==> src/logic/motor_bridge_pkg.sv <==
`default_nettype none
package motor_bridge_pkg;
    localparam int FRAME_BITS = 16;
    localparam int SWITCH_COUNT = 12;
    localparam int HALF_BRIDGE_COUNT = 6;
    localparam int SYNC_STAGES = 3;
    localparam int BIT_COUNT_WIDTH = 5;
    localparam logic [4:0] FRAME_BIT_COUNT = 5'h10;
    localparam logic [4:0] BIT_COUNT_LIMIT = 5'h11;

    // command word field positions
    localparam int CMD_STATUS_CLEAR_ARM_BIT = 0;
    localparam int CMD_FIRST_SWITCH_BIT = 1;
    localparam int CMD_LAST_SWITCH_BIT = 12;
    localparam int CMD_OVERCURRENT_CLEAR_BIT = 13;
    localparam int CMD_OVERTEMP_CLEAR_BIT = 14;
    localparam int CMD_OVERVOLTAGE_CLEAR_BIT = 15;

    // status word field positions
    localparam int STS_UNUSED_BIT = 0;
    localparam int STS_FIRST_SWITCH_BIT = 1;
    localparam int STS_LAST_SWITCH_BIT = 12;
    localparam int STS_OVERCURRENT_BIT = 13;
    localparam int STS_OVERTEMP_BIT = 14;
    localparam int STS_OVERVOLTAGE_BIT = 15;

    localparam logic [11:0] SWITCH_CTRL_RESET = 12'h000;
    localparam logic [15:0] WORD_RESET = 16'h0000;

    typedef enum logic [0:0] {
        LINK_IDLE = 1'b0,
        LINK_ACTIVE = 1'b1
    } link_state_type;
endpackage
`default_nettype wire

==> src/logic/input_filter.sv <==
`default_nettype none
module input_filter
    import motor_bridge_pkg::*;
#(
    parameter int WIDTH = 1,
    parameter logic [WIDTH-1:0] RESET_VALUE = '0
) (
    input wire logic clock_i,
    input wire logic srst_i,
    input wire logic [WIDTH-1:0] raw_i,
    output logic [WIDTH-1:0] filtered_o
);
    logic [WIDTH-1:0] stage1_q;
    logic [WIDTH-1:0] stage2_q;
    logic [WIDTH-1:0] stage3_q;

    initial begin
        if (WIDTH < 1) begin
            $error("input_filter needs WIDTH of at least 1");
        end
    end

    always_ff @(posedge clock_i) begin
        if (srst_i) begin
            stage1_q <= RESET_VALUE;
            stage2_q <= RESET_VALUE;
            stage3_q <= RESET_VALUE;
        end else begin
            stage1_q <= raw_i;
            stage2_q <= stage1_q;
            stage3_q <= stage2_q;
        end
    end

    // a bit moves only once the last two stages agree, which rejects one-sample glitches
    always_ff @(posedge clock_i) begin
        if (srst_i) begin
            filtered_o <= RESET_VALUE;
        end else begin
            for (int i = 0; i < WIDTH; i++) begin
                if (stage2_q[i] == stage3_q[i]) begin
                    filtered_o[i] <= stage3_q[i];
                end
            end
        end
    end
endmodule
`default_nettype wire

==> src/logic/motor_bridge_serial_command_status.sv <==
`default_nettype none
module motor_bridge_serial_command_status
    import motor_bridge_pkg::*;
(
    input wire logic clock_i,
    input wire logic srst_i,
    input wire logic chip_select_n_i,
    input wire logic serial_clock_i,
    input wire logic serial_data_i,
    output logic serial_data_o,
    input wire logic overcurrent_detect_i,
    input wire logic overtemp_detect_i,
    input wire logic supply_overvoltage_detect_i,
    output logic [11:0] switch_on_o,
    output logic [5:0] half_bridge_hiz_o,
    output logic overcurrent_flag_o,
    output logic overtemp_flag_o,
    output logic supply_overvoltage_flag_o
);
    logic [2:0] link_filtered;
    logic [2:0] detect_filtered;
    logic cs_n;
    logic sclk;
    logic sdi;
    logic oc_level;
    logic ot_level;
    logic ov_level;
    logic ot_prev_q;
    logic ov_prev_q;
    logic ot_fall;
    logic ov_fall;
    logic frame_done;
    logic [15:0] command_word;
    logic [15:0] status_word;
    logic [11:0] switch_ctrl_q;
    logic overcurrent_flag_q;
    logic overtemp_flag_q;
    logic supply_overvoltage_flag_q;
    logic oc_lockout_q;
    logic ot_lockout_q;
    logic ov_lockout_q;
    logic forced_off;
    logic combined_clear;
    logic clear_oc;
    logic clear_ot;
    logic clear_ov;
    logic [11:0] switch_on_d;

    // half-bridge gating: shoot-through and any fault lockout both end in high impedance
    function automatic logic [1:0] gate_half_bridge(input logic high_req, input logic low_req,
                                                    input logic forced);
        logic [1:0] result;
        result = 2'b00;
        if (!forced && !(high_req && low_req)) begin
            result = {low_req, high_req};
        end
        return result;
    endfunction

    input_filter #(
        .WIDTH(3),
        .RESET_VALUE(3'h4)
    ) link_filter (
        .clock_i(clock_i),
        .srst_i(srst_i),
        .raw_i({chip_select_n_i, serial_clock_i, serial_data_i}),
        .filtered_o(link_filtered)
    );

    input_filter #(
        .WIDTH(3),
        .RESET_VALUE(3'h0)
    ) detect_filter (
        .clock_i(clock_i),
        .srst_i(srst_i),
        .raw_i({overcurrent_detect_i, overtemp_detect_i, supply_overvoltage_detect_i}),
        .filtered_o(detect_filtered)
    );

    assign cs_n = link_filtered[2];
    assign sclk = link_filtered[1];
    assign sdi = link_filtered[0];
    assign oc_level = detect_filtered[2];
    assign ot_level = detect_filtered[1];
    assign ov_level = detect_filtered[0];

    serial_frame_shifter shifter (
        .clock_i(clock_i),
        .srst_i(srst_i),
        .chip_select_n_i(cs_n),
        .serial_clock_i(sclk),
        .serial_data_i(sdi),
        .status_word_i(status_word),
        .serial_data_o(serial_data_o),
        .frame_done_o(frame_done),
        .command_word_o(command_word)
    );

    // bit 0 only arms the clear; on its own it has no effect
    assign combined_clear = frame_done & command_word[CMD_STATUS_CLEAR_ARM_BIT]
                            & command_word[CMD_OVERVOLTAGE_CLEAR_BIT];
    assign clear_oc = combined_clear
                      | (frame_done & command_word[CMD_OVERCURRENT_CLEAR_BIT]);
    assign clear_ot = combined_clear
                      | (frame_done & command_word[CMD_OVERTEMP_CLEAR_BIT]);
    assign clear_ov = frame_done & command_word[CMD_OVERVOLTAGE_CLEAR_BIT];

    always_ff @(posedge clock_i) begin
        if (srst_i) begin
            ot_prev_q <= 1'b0;
            ov_prev_q <= 1'b0;
        end else begin
            ot_prev_q <= ot_level;
            ov_prev_q <= ov_level;
        end
    end

    assign ot_fall = ot_prev_q & ~ot_level;
    assign ov_fall = ov_prev_q & ~ov_level;

    always_ff @(posedge clock_i) begin
        if (srst_i) begin
            switch_ctrl_q <= SWITCH_CTRL_RESET;
        end else if (combined_clear) begin
            switch_ctrl_q <= SWITCH_CTRL_RESET;
        end else if (frame_done) begin
            switch_ctrl_q <= command_word[CMD_LAST_SWITCH_BIT:CMD_FIRST_SWITCH_BIT];
        end
    end

    // sticky flags: a detection in the clearing cycle wins over the clear
    always_ff @(posedge clock_i) begin
        if (srst_i) begin
            overcurrent_flag_q <= 1'b0;
            overtemp_flag_q <= 1'b0;
            supply_overvoltage_flag_q <= 1'b0;
        end else begin
            overcurrent_flag_q <= oc_level | (overcurrent_flag_q & ~clear_oc);
            overtemp_flag_q <= ot_level | (overtemp_flag_q & ~clear_ot);
            supply_overvoltage_flag_q <= ov_level
                                         | (supply_overvoltage_flag_q & ~clear_ov);
        end
    end

    // lockouts keep outputs off; thermal and supply ones also lift when the detector recovers
    always_ff @(posedge clock_i) begin
        if (srst_i) begin
            oc_lockout_q <= 1'b0;
            ot_lockout_q <= 1'b0;
            ov_lockout_q <= 1'b0;
        end else begin
            oc_lockout_q <= oc_level | (oc_lockout_q & ~clear_oc);
            ot_lockout_q <= ot_level | (ot_lockout_q & ~(clear_ot | ot_fall));
            ov_lockout_q <= ov_level | (ov_lockout_q & ~(clear_ov | ov_fall));
        end
    end

    assign forced_off = oc_lockout_q | ot_lockout_q | ov_lockout_q;

    // pairs are {high, low} in ascending command bit order, first pair is channel A1
    for (genvar h = 0; h < HALF_BRIDGE_COUNT; h++) begin : g_half_bridge
        assign switch_on_d[2*h+1:2*h] = gate_half_bridge(switch_ctrl_q[2*h],
                                                         switch_ctrl_q[2*h+1],
                                                         forced_off);
    end

    always_ff @(posedge clock_i) begin
        if (srst_i) begin
            switch_on_o <= SWITCH_CTRL_RESET;
            half_bridge_hiz_o <= 6'h3f;
        end else begin
            switch_on_o <= switch_on_d;
            for (int h = 0; h < HALF_BRIDGE_COUNT; h++) begin
                half_bridge_hiz_o[h] <= ~(switch_on_d[2*h] | switch_on_d[2*h+1]);
            end
        end
    end

    assign overcurrent_flag_o = overcurrent_flag_q;
    assign overtemp_flag_o = overtemp_flag_q;
    assign supply_overvoltage_flag_o = supply_overvoltage_flag_q;

    always_comb begin
        status_word = WORD_RESET;
        status_word[STS_UNUSED_BIT] = 1'b0;
        status_word[STS_LAST_SWITCH_BIT:STS_FIRST_SWITCH_BIT] = switch_on_o;
        status_word[STS_OVERCURRENT_BIT] = overcurrent_flag_q;
        status_word[STS_OVERTEMP_BIT] = overtemp_flag_q;
        status_word[STS_OVERVOLTAGE_BIT] = supply_overvoltage_flag_q;
    end
endmodule
`default_nettype wire

==> src/logic/serial_frame_shifter.sv <==
`default_nettype none
module serial_frame_shifter
    import motor_bridge_pkg::*;
(
    input wire logic clock_i,
    input wire logic srst_i,
    input wire logic chip_select_n_i,
    input wire logic serial_clock_i,
    input wire logic serial_data_i,
    input wire logic [15:0] status_word_i,
    output logic serial_data_o,
    output logic frame_done_o,
    output logic [15:0] command_word_o
);
    link_state_type link_state_q;
    logic cs_prev_q;
    logic sclk_prev_q;
    logic [15:0] tx_q;
    logic [15:0] rx_q;
    logic [4:0] bit_count_q;
    logic cs_fall;
    logic cs_rise;
    logic sclk_rise;
    logic sclk_fall;

    assign cs_fall = cs_prev_q & ~chip_select_n_i;
    assign cs_rise = ~cs_prev_q & chip_select_n_i;
    assign sclk_rise = ~sclk_prev_q & serial_clock_i;
    assign sclk_fall = sclk_prev_q & ~serial_clock_i;

    always_ff @(posedge clock_i) begin
        if (srst_i) begin
            cs_prev_q <= 1'b1;
            sclk_prev_q <= 1'b0;
        end else begin
            cs_prev_q <= chip_select_n_i;
            sclk_prev_q <= serial_clock_i;
        end
    end

    always_ff @(posedge clock_i) begin
        if (srst_i) begin
            link_state_q <= LINK_IDLE;
        end else begin
            case (link_state_q)
                LINK_IDLE: begin
                    if (cs_fall) begin
                        link_state_q <= LINK_ACTIVE;
                    end
                end
                LINK_ACTIVE: begin
                    if (cs_rise) begin
                        link_state_q <= LINK_IDLE;
                    end
                end
                default: begin
                    link_state_q <= LINK_IDLE;
                end
            endcase
        end
    end

    // status is snapshotted when the frame opens so the word shifted out is coherent
    always_ff @(posedge clock_i) begin
        if (srst_i) begin
            tx_q <= WORD_RESET;
            serial_data_o <= 1'b0;
        end else if (cs_fall) begin
            tx_q <= status_word_i;
            serial_data_o <= 1'b0;
        end else if (link_state_q == LINK_ACTIVE && sclk_rise) begin
            serial_data_o <= tx_q[FRAME_BITS-1];
            tx_q <= {tx_q[FRAME_BITS-2:0], 1'b0};
        end else if (link_state_q == LINK_IDLE) begin
            serial_data_o <= 1'b0;
        end
    end

    always_ff @(posedge clock_i) begin
        if (srst_i) begin
            rx_q <= WORD_RESET;
            bit_count_q <= '0;
        end else if (cs_fall) begin
            bit_count_q <= '0;
        end else if (link_state_q == LINK_ACTIVE && sclk_fall) begin
            rx_q <= {rx_q[FRAME_BITS-2:0], serial_data_i};
            if (bit_count_q != BIT_COUNT_LIMIT) begin
                bit_count_q <= bit_count_q + 5'h01;
            end
        end
    end

    // a frame of any other length is dropped rather than applied half-shifted
    always_ff @(posedge clock_i) begin
        if (srst_i) begin
            frame_done_o <= 1'b0;
            command_word_o <= WORD_RESET;
        end else begin
            frame_done_o <= 1'b0;
            if (link_state_q == LINK_ACTIVE && cs_rise && bit_count_q == FRAME_BIT_COUNT) begin
                frame_done_o <= 1'b1;
                command_word_o <= rx_q;
            end
        end
    end
endmodule
`default_nettype wire

==> config.mk <==
export PLATFORM = sky130hd
export DESIGN_NAME = motor_bridge_serial_command_status
export DESIGN_NICKNAME = d
export VERILOG_FILES = /design/src/logic/motor_bridge_pkg.sv /design/src/logic/input_filter.sv /design/src/logic/motor_bridge_serial_command_status.sv /design/src/logic/serial_frame_shifter.sv
export SDC_FILE = /design/constraint.sdc
export NUM_CORES = 1
export LEC_CHECK = 0
export BUFFER_PORTS_ARGS = -buffer_cell sky130_fd_sc_hd__buf_2
export CAP_MARGIN = 5
export CORE_MARGIN = 4
export CORE_UTILIZATION = 47
export CTS_CLUSTER_DIAMETER = 120
export DETAILED_ROUTE_END_ITERATION = 16
export PLACE_DENSITY_LB_ADDON = 0.2
export SLEW_MARGIN = 10
export SYNTH_ARGS = -nofsm -noshare
export SYNTH_HDL_FRONTEND = slang
export SYNTH_HIERARCHICAL = 1
export SYNTH_SLANG_ARGS = --single-unit
==> constraint.sdc <==
create_clock -name clock_i -period 1.9 [get_ports clock_i]
set_clock_uncertainty 0.2 [all_clocks]
set_input_delay 0.095 -clock clock_i [delete_from_list [all_inputs] [get_ports clock_i]]
set_output_delay 0.095 -clock clock_i [all_outputs]
set_load 0.005 [all_outputs]
## After elaboration in Yosys (flattened, before gate mapping)

Index checks and enable logic that the tools add are counted.

| operators by class | value |
|---|---|
| reduce and logical (&&, ||, !) cells | 28 |
| $add $sub $neg | 1 |
| eq/ne operators | 9 |
| bitwise logic cells | 54 |
| mux-type cells | 14 |

Operators by type and width:

| kind | count |
|---|---|
| $mux W16 | 2 |
| $not A1 Y1 | 19 |
| $or A1 B1 Y1 | 18 |
| $and A1 B1 Y1 | 17 |
| $logic_and A1 B1 Y1 | 16 |
| $mux W2 | 6 |
| $logic_not A1 Y1 | 7 |
| $eq A1 B1 Y1 | 6 |
| $add A5 B1 Y5 const B | 1 |
| $eq A5 B5 Y1 const B | 1 |
| $mux W1 | 5 |
| $ne A5 B5 Y1 const B | 1 |
| $reduce_and A2 Y1 | 2 |
| $reduce_or A2 Y1 | 2 |
| $ne A2 B2 Y1 const B | 1 |
| $pmux W1 S2 | 1 |
| $reduce_bool A2 Y1 | 1 |

| storage, ports and cells | value |
|---|---|
| output and inout port bits | 22 |
| word-level logic and storage cells | 138 |
| input port bits | 8 |
| register bits | 119 |

## Depth between registers and ports, before layout

Gate-level depths: netlist of the first run.

| logic depth | value |
|---|---|
| word-level depth | 7 |
| depth in mapped cells | 7 |
| mapped depth without buffers | 5 |

## Cells and area by module

Netlist of the first run, hierarchy kept.

By module, submodules not included:

| module | cells each | times used | area an instance (um^2) | sequential area each (um^2) |
|---|---|---|---|---|
| serial_frame_shifter | 229 | 1 | 2,314.7 | 1,161.1 |
| motor_bridge_serial_command_status | 115 | 1 | 1,313.8 | 760.7 |
| input_filter at detect_filter | 31 | 1 | 387.9 | 240.2 |
| input_filter at link_filter | 31 | 1 | 352.8 | 240.2 |

## Worst setup path after synthesis of the first run

OpenSTA, ideal clock, no wires.

| timing path | value |
|---|---|
| path kind | register -> register |
| from | reg shifter.bit_count_q[0] |
| to | reg shifter.command_word_o[10] |
| period minus slack after synthesis | 1,607 ps |
| arrival time | 1,335 ps |
| setup slack | 293 ps |
| buffers on the path | 2 |
| cell stages (with the launch flop) | 8 |
| data required time | 1,628 ps |
| cell sequence | dfxtp_1 -> inv_1 -> ha_1 -> nand4b_1 -> nor4b_2 -> buf_6 -> buf_12 -> mux2i_1 |

| on the way | value |
|---|---|
| word-level cells in the longest chain between the ends | 2 |

RTL lines:

| item | line | RTL |
|---|---|---|
| start, declared | serial_frame_shifter.sv:20 | `logic [4:0] bit_count_q;` |
| start signal, assigned | serial_frame_shifter.sv:88 | `bit_count_q <= bit_count_q + 5'h01;` |
| $eq A5 B5 Y1 | serial_frame_shifter.sv:100 | `if (link_state_q == LINK_ACTIVE && cs_rise && bit_count_q == FRAME_BIT_COUNT) begin` |
| $logic_and A1 B1 Y1 | serial_frame_shifter.sv:100 |  |
| end signal, assigned | serial_frame_shifter.sv:102 | `command_word_o <= rx_q;` |
| end, declared | serial_frame_shifter.sv:13 | `output logic [15:0] command_word_o` |

Every way passes these cells.
A chain may end at the register's enable or synchronous reset.

## Final worst setup path of the first run

| timing path | value |
|---|---|
| from | reg shifter.bit_count_q[0] |
| to | reg shifter.command_word_o[9] |

Same word-level chain as after synthesis.

==> impl_metrics.tcl, run 1 <==
set metrics [dict create \
    outcome "completed" \
    fp.dieArea_sq_mm 0.0109 \
    setup_violations 0 \
    r2r_setup_slack_ns 0.13 \
    cts_inserted_buffers 17 \
    path_max_fanout 17 \
    final_area_sq_mm 0.00534 \
    ant_nets 0 \
    finalCritPeriodShare_pct 93.0 \
    p_sw_share_pct 18.4 \
    fmax_mhz 566 \
    coreArea_sq_mm 0.00889 \
    crit_required_ns 2.12 \
    synth_area_sq_mm 0.00437 \
    rsz0062_at_grt "no" \
    power_w 0.00598 \
    grt_pass1_wl_mm 13.9 \
    p_sw_w 0.00110 \
    stdcell_count 571 \
    grt_max_degree 54 \
    clkTransAtPathRegs_ns 0.05 \
    synth_cell_type_count 47 \
    dp.cells 531 \
    syn_nets 417 \
    finalMaxSlewViolations 0 \
    pwr-share-seq_pct 42.6 \
    yosysSeqAreaShare_pct 55.0 \
    combPwrFrac_pct 1.8 \
    gp_congestion 0.817 \
    nets 462 \
    ctsHtreeMaxLevel 4 \
    via_count 2862 \
    wl_per_cell_um 13.5 \
    leakagePower_nw 2.14 \
    wl_mm 7.70 \
    grt-ovfl-total 0 \
    fp.dieH_um 104 \
    syn_inst 406 \
    io_pins 30 \
    cts_tree "built" \
    final-hold-violation-count 0 \
    grt_pass1_vias 2933 \
    insertedDiodeCount 0 \
    yosysWarnings 6 \
    dieWidth_um 104 \
    clockPowerShare_pct 55.6 \
    cp-end-kind "flip-flop" \
    drive_gt1_share_pct 20.5 \
    port_buffers 29 \
    intPower_w 0.00488 \
    p_per_area_mw_per_mm2 1120 \
    crit_type "reg2reg" \
    route.detailed.drc 0 \
    drv_cap 0 \
    grtUsageTotal_pct 15.5 \
    syn_area_per_cell_sq_um 10.8 \
    worstPathArrival_ns 1.99 \
    clockBufferDepth 2 \
    via_per_inst 5.01 \
    insertion_delay_ns 0.49 \
    yosys_register_bits 120 \
    setup_tns_ns 0 \
    layout_min_cycle_time_ns 1.77 \
    first_iter_violations 108 \
    cts_root_buffer "clkbuf_8" \
    clock_sinks 120 \
    hold_class "in2reg" \
    rows 34 \
    holdBufCountCts 9 \
    start_util_pct 49.1 \
    place_hpwl_mm 4.92 \
    ir_drop_v 0.000567 \
    start_kind "flip-flop" \
    cts-resized-gates 0 \
    final_core_util_pct 60.0 \
    area_growth_pct 22.1 \
    dr.pass1.iters 4 \
    postCtsSetupBuffers 0 \
    antenna_found_initial 0 \
    placed_area_sq_mm 0.00462 \
]
[registers in the layout, summed over array words and instances, names as in the netlist, 3 cells and up]
signal	flops
switch_ctrl_q	12
shifter/bit_count_q	5
detect_filter/stage2_q	3
shifter/rx_q	16
link_filter/stage1_q	3
detect_filter/stage3_q	3
shifter/tx_q	16
detect_filter/stage1_q	3
link_filter/stage3_q	3
link_filter/filtered_o	3
half_bridge_hiz_o	6
shifter/command_word_o	16
switch_on_o	12
detect_filter/filtered_o	3
link_filter/stage2_q	3
[stage by stage]
stage | hold slack, ns | setup slack [ns]
floorplan | -0.0334 | 0.293
global placement | 0.0747 | 0.252
detailed placement | 0.0787 | 0.183
CTS | 0.128 | 0.142
global route | 0.138 | 0.0255
finish | 0.148 | 0.133
[area by class of cell]
class	instances	area [sq um]
Fill cell	741	3550
Inverter	7	26.3
Clock inverter	7	139
Clock buffer	24	490
Multi-Input combinational cell	257	1800
Sequential cell	120	2400
Timing Repair Buffer	48	348
Tap cell	108	135
[routing by layer]
layer  vias to the layer above  part of all wire [%]  GRT usage (%)
li1                       1482                     -              -
met4                         0                  0.42           5.03
met1                      1350                    49           19.7
met3                         2                   2.6           4.72
met5                         -                     0              0
met2                        28                    48           25.1
[synth_stat cells, drive strengths merged]
cell type  count  area [sq um]
conb           1          3.75
a211oi         4          30.0
inv            6          22.5
and4bb         1          12.5
clkinv         1          3.75
mux2i         60           601
nor4           1          6.26
nand2b         3          18.8
nor3b         12           140
and2b          4          32.5
o31ai          1          7.51
or2            3          18.8
nand4b         3          26.3
or4            1          11.3
a31o           1          8.76
a21oi         24           131
clkbuf         8          30.0
buf           14           124
dfxtp        120          2400
nor2          17          71.3
nand2         53           199
and2           1          6.26
a21o           1          7.51
nand3b         2          18.8
ha             3          37.5
nor2b         14           110
a31oi          3          18.8
o21ai         24           120
o21bai         1          7.51
xor2           6          52.6
nor4b          1          15.0
or3            4          25.0
o21a           2          15.0
o2111ai        1          8.76
nand3          5          25.0
[final timing paths]
kind,startpoint,end,depth (start not counted)
min reg2reg,link_filter/stage1_q[2]$_SDFF_PP1_,link_filter/stage2_q[2]$_SDFF_PP1_,1
max,shifter/bit_count_q[0]$_SDFFE_PP0P_,shifter/command_word_o[9]$_SDFFE_PP0P_,6
min,supply_overvoltage_detect_i,detect_filter/stage1_q[0]$_SDFF_PP0_,3
max reg2reg,shifter/bit_count_q[0]$_SDFFE_PP0P_,shifter/command_word_o[9]$_SDFFE_PP0P_,6
[power groups by stage]
stage	registers [W]	logic, W	clock network, W
global route	0.00254	0.000122	0.00351
detailed placement	0.00260	0.0000949	0
global placement	0.00260	0.0000937	0
floorplan	0.00260	0.0000720	0
finish	0.00254	0.000108	0.00333
CTS	0.00254	0.000110	0.00339
[cell families (layout without fill, tap and decap cells)]
family                     count (synthesis)  in the layout  synth area share [%]
AOI/OAI and AO/OA                         62             62                  8.13
other                                      1              1                0.0858
and+or+nand+nor                          125            125                  16.9
adders and majority gates                  3              3                 0.859
buffers and inverters                     29             86                  4.12
DFF                                      120            120                  55.0
xor gates and xnor gates                   6              6                  1.20
muxes                                     60             60                  13.7
[placed cells by master, fill, tap and decap left out, drive strengths merged, types with 3 or more instances in the layout]
cell type    netlist  final
mux2i             60     60
a31oi              3      3
a211oi             4      4
buf               14     39
or3                4      4
or2                3      3
o21ai             24     24
a21oi             24     24
dlygate4sd3        0      9
nand2b             3      3
clkbuf             8     24
nor3b             12     12
ha                 3      3
and2b              4      4
clkinv             1      4
dfxtp            120    120
inv                6      6
nand2             53     53
xor2               6      6
nor2              17     17
nand3              5      5
bufinv             0      4
nor2b             14     14
nand4b             3      3
[worst max-delay path, cell delays in order, from the launching register on]
cell	delay [ns]
dfxtp_1	0.35
inv_1	0.08
ha_1	0.16
nand4b_1	0.17
nor4b_4	0.31
buf_12	0.22
mux2i_1	0.20
Power figures use the tool's default switching activity.
==> run 2, diff against run 1 <==
--- a/config.mk
+++ b/config.mk
@@ -7,7 +7,7 @@
 export LEC_CHECK = 0
 export BUFFER_PORTS_ARGS = -buffer_cell sky130_fd_sc_hd__buf_2
 export CAP_MARGIN = 5
-export CORE_MARGIN = 4
+export CORE_MARGIN = 5
 export CORE_UTILIZATION = 47
 export CTS_CLUSTER_DIAMETER = 120
 export DETAILED_ROUTE_END_ITERATION = 16
==> impl_metrics.tcl, run 2 (synthesized netlist as in run 1, its figures left out) <==
set metrics [dict create \
    via_count 2878 \
    grt_pass1_wl_mm 13.2 \
    cts_inserted_buffers 17 \
    cpLargestDelayFamily "simple AND/OR/NAND/NOR gates" \
    insertedDiodeCount 0 \
    io_pins 30 \
    cpMaxStageDelayCell "dfxtp_1" \
    grt-ovfl-total 0 \
    fp.dieArea_sq_mm 0.0113 \
    fp.dieH_um 106 \
    area_growth_pct 22.5 \
    path_buf_inv 2 \
    final_common_cell "dfxtp_1" \
    coreArea_sq_mm 0.00915 \
    final-hold-violation-count 0 \
    path_max_fanout 17 \
    clkTransAtPathRegs_ns 0.06 \
    rsz0062_at_grt "no" \
    drive_gt1_share_pct 20.9 \
    worstPathArrival_ns 1.94 \
    gp_congestion 0.766 \
    postCtsSetupBuffers 0 \
    ant_nets 0 \
    holdBufCountCts 13 \
    power_w 0.00583 \
    port_buffers 29 \
    wl_mm 7.65 \
    final_core_util_pct 58.5 \
    clockBufferDepth 2 \
    fmax_mhz 585 \
    start_util_pct 47.7 \
    first_iter_violations 128 \
    finalCritPeriodShare_pct 90.0 \
    route.detailed.drc 0 \
    via_per_inst 4.97 \
    ctsHtreeMaxLevel 4 \
    ir_drop_v 0.000441 \
    antenna_found_initial 0 \
    wl_per_cell_um 13.2 \
    dieWidth_um 106 \
    slowest_delay_ns 0.36 \
    start_kind "flip-flop" \
    setup_violations 0 \
    place_hpwl_mm 4.93 \
    nets 466 \
    rows 35 \
    hold_class "reg2reg" \
    cts_tree "built" \
    leakagePower_nw 2.13 \
    crit_required_ns 2.13 \
    cp-end-kind "flip-flop" \
    dr.pass1.iters 5 \
    cts-resized-gates 0 \
    final_cell_mix "dfxtp_1, mux2i_1, nand2_1, buf_2, a21oi_1" \
    layout_min_cycle_time_ns 1.71 \
    clock_sinks 120 \
    setup_tns_ns 0 \
    drv_cap 0 \
    crit_chain "inv_1 -> ha_1 -> nand4b_1 -> nor4b_4 -> buf_12 -> mux2i_1" \
    grtUsageTotal_pct 14.7 \
    p_per_area_mw_per_mm2 1090 \
    crit_type "reg2reg" \
    outcome "completed" \
    cts_root_buffer "clkbuf_8" \
    grt_pass1_vias 2803 \
    finalMaxSlewViolations 0 \
    insertion_delay_ns 0.51 \
    grt_max_degree 54 \
    reg.largest.list "shifter/command_word_o (16), shifter/rx_q (16), shifter/tx_q (16)" \
]
run 2: final cells by class:
| cell class | instances | area, sq um |
|---|---|---|
| repair buffers | 52 | 388 |
| flip-flops and latches | 120 | 2400 |
| inverters | 7 | 26.3 |
| clock buffers | 18 | 428 |
| multi-input cells | 257 | 1800 |
| well taps | 111 | 139 |
| fillers | 754 | 3800 |
| clock inverters | 14 | 173 |
run 2: final timing paths:
kind	start	to	slack, ns	cells after the start
worst max-delay path	shifter/bit_count_q[0]$_SDFFE_PP0P_	shifter/command_word_o[11]$_SDFFE_PP0P_	0.19	6
worst min-delay path	link_filter/stage1_q[2]$_SDFF_PP1_	link_filter/stage2_q[2]$_SDFF_PP1_	0.22	1
worst max register to register	shifter/bit_count_q[0]$_SDFFE_PP0P_	shifter/command_word_o[11]$_SDFFE_PP0P_	0.19	6
worst min register to register	link_filter/stage1_q[2]$_SDFF_PP1_	link_filter/stage2_q[2]$_SDFF_PP1_	0.22	1
run 2: worst reg2reg max path, cell delays in order (launching register included):
cell and delay, ns:
dfxtp_1 0.36, inv_1 0.08, ha_1 0.15, nand4b_1 0.15, nor4b_4 0.29, buf_12 0.21
mux2i_1 0.20
run 2: per-stage QoR:
step / std cells / hold slack, ns / area [sq um] / worst slack (ns)
detailed placement: 534 / 0.0749 / 4620 / 0.218
finish: 579 / 0.220 / 5350 / 0.190
global route: 579 / 0.235 / 5350 / 0.0674
CTS: 579 / 0.217 / 5350 / 0.176
global placement: 534 / 0.0735 / 4620 / 0.251
floorplan: 406 / -0.0334 / 4370 / 0.293
run 2: routing by layer:
metal	track usage, %	up-vias	share of wire [%]
met5	0	-	0
met4	6.48	0	1.3
met2	23.0	36	46
met1	18.3	1339	49
met3	5.22	10	3.3
li1	-	1493	-
run 2: power breakdown:
part / switching (W) / internal (W) / total [W]
registers: 0.00000735 / 0.00254 / 0.00254
clock network: 0.00113 / 0.00203 / 0.00317
logic: 0.0000633 / 0.0000529 / 0.000116
total: 0.00120 / 0.00462 / 0.00583
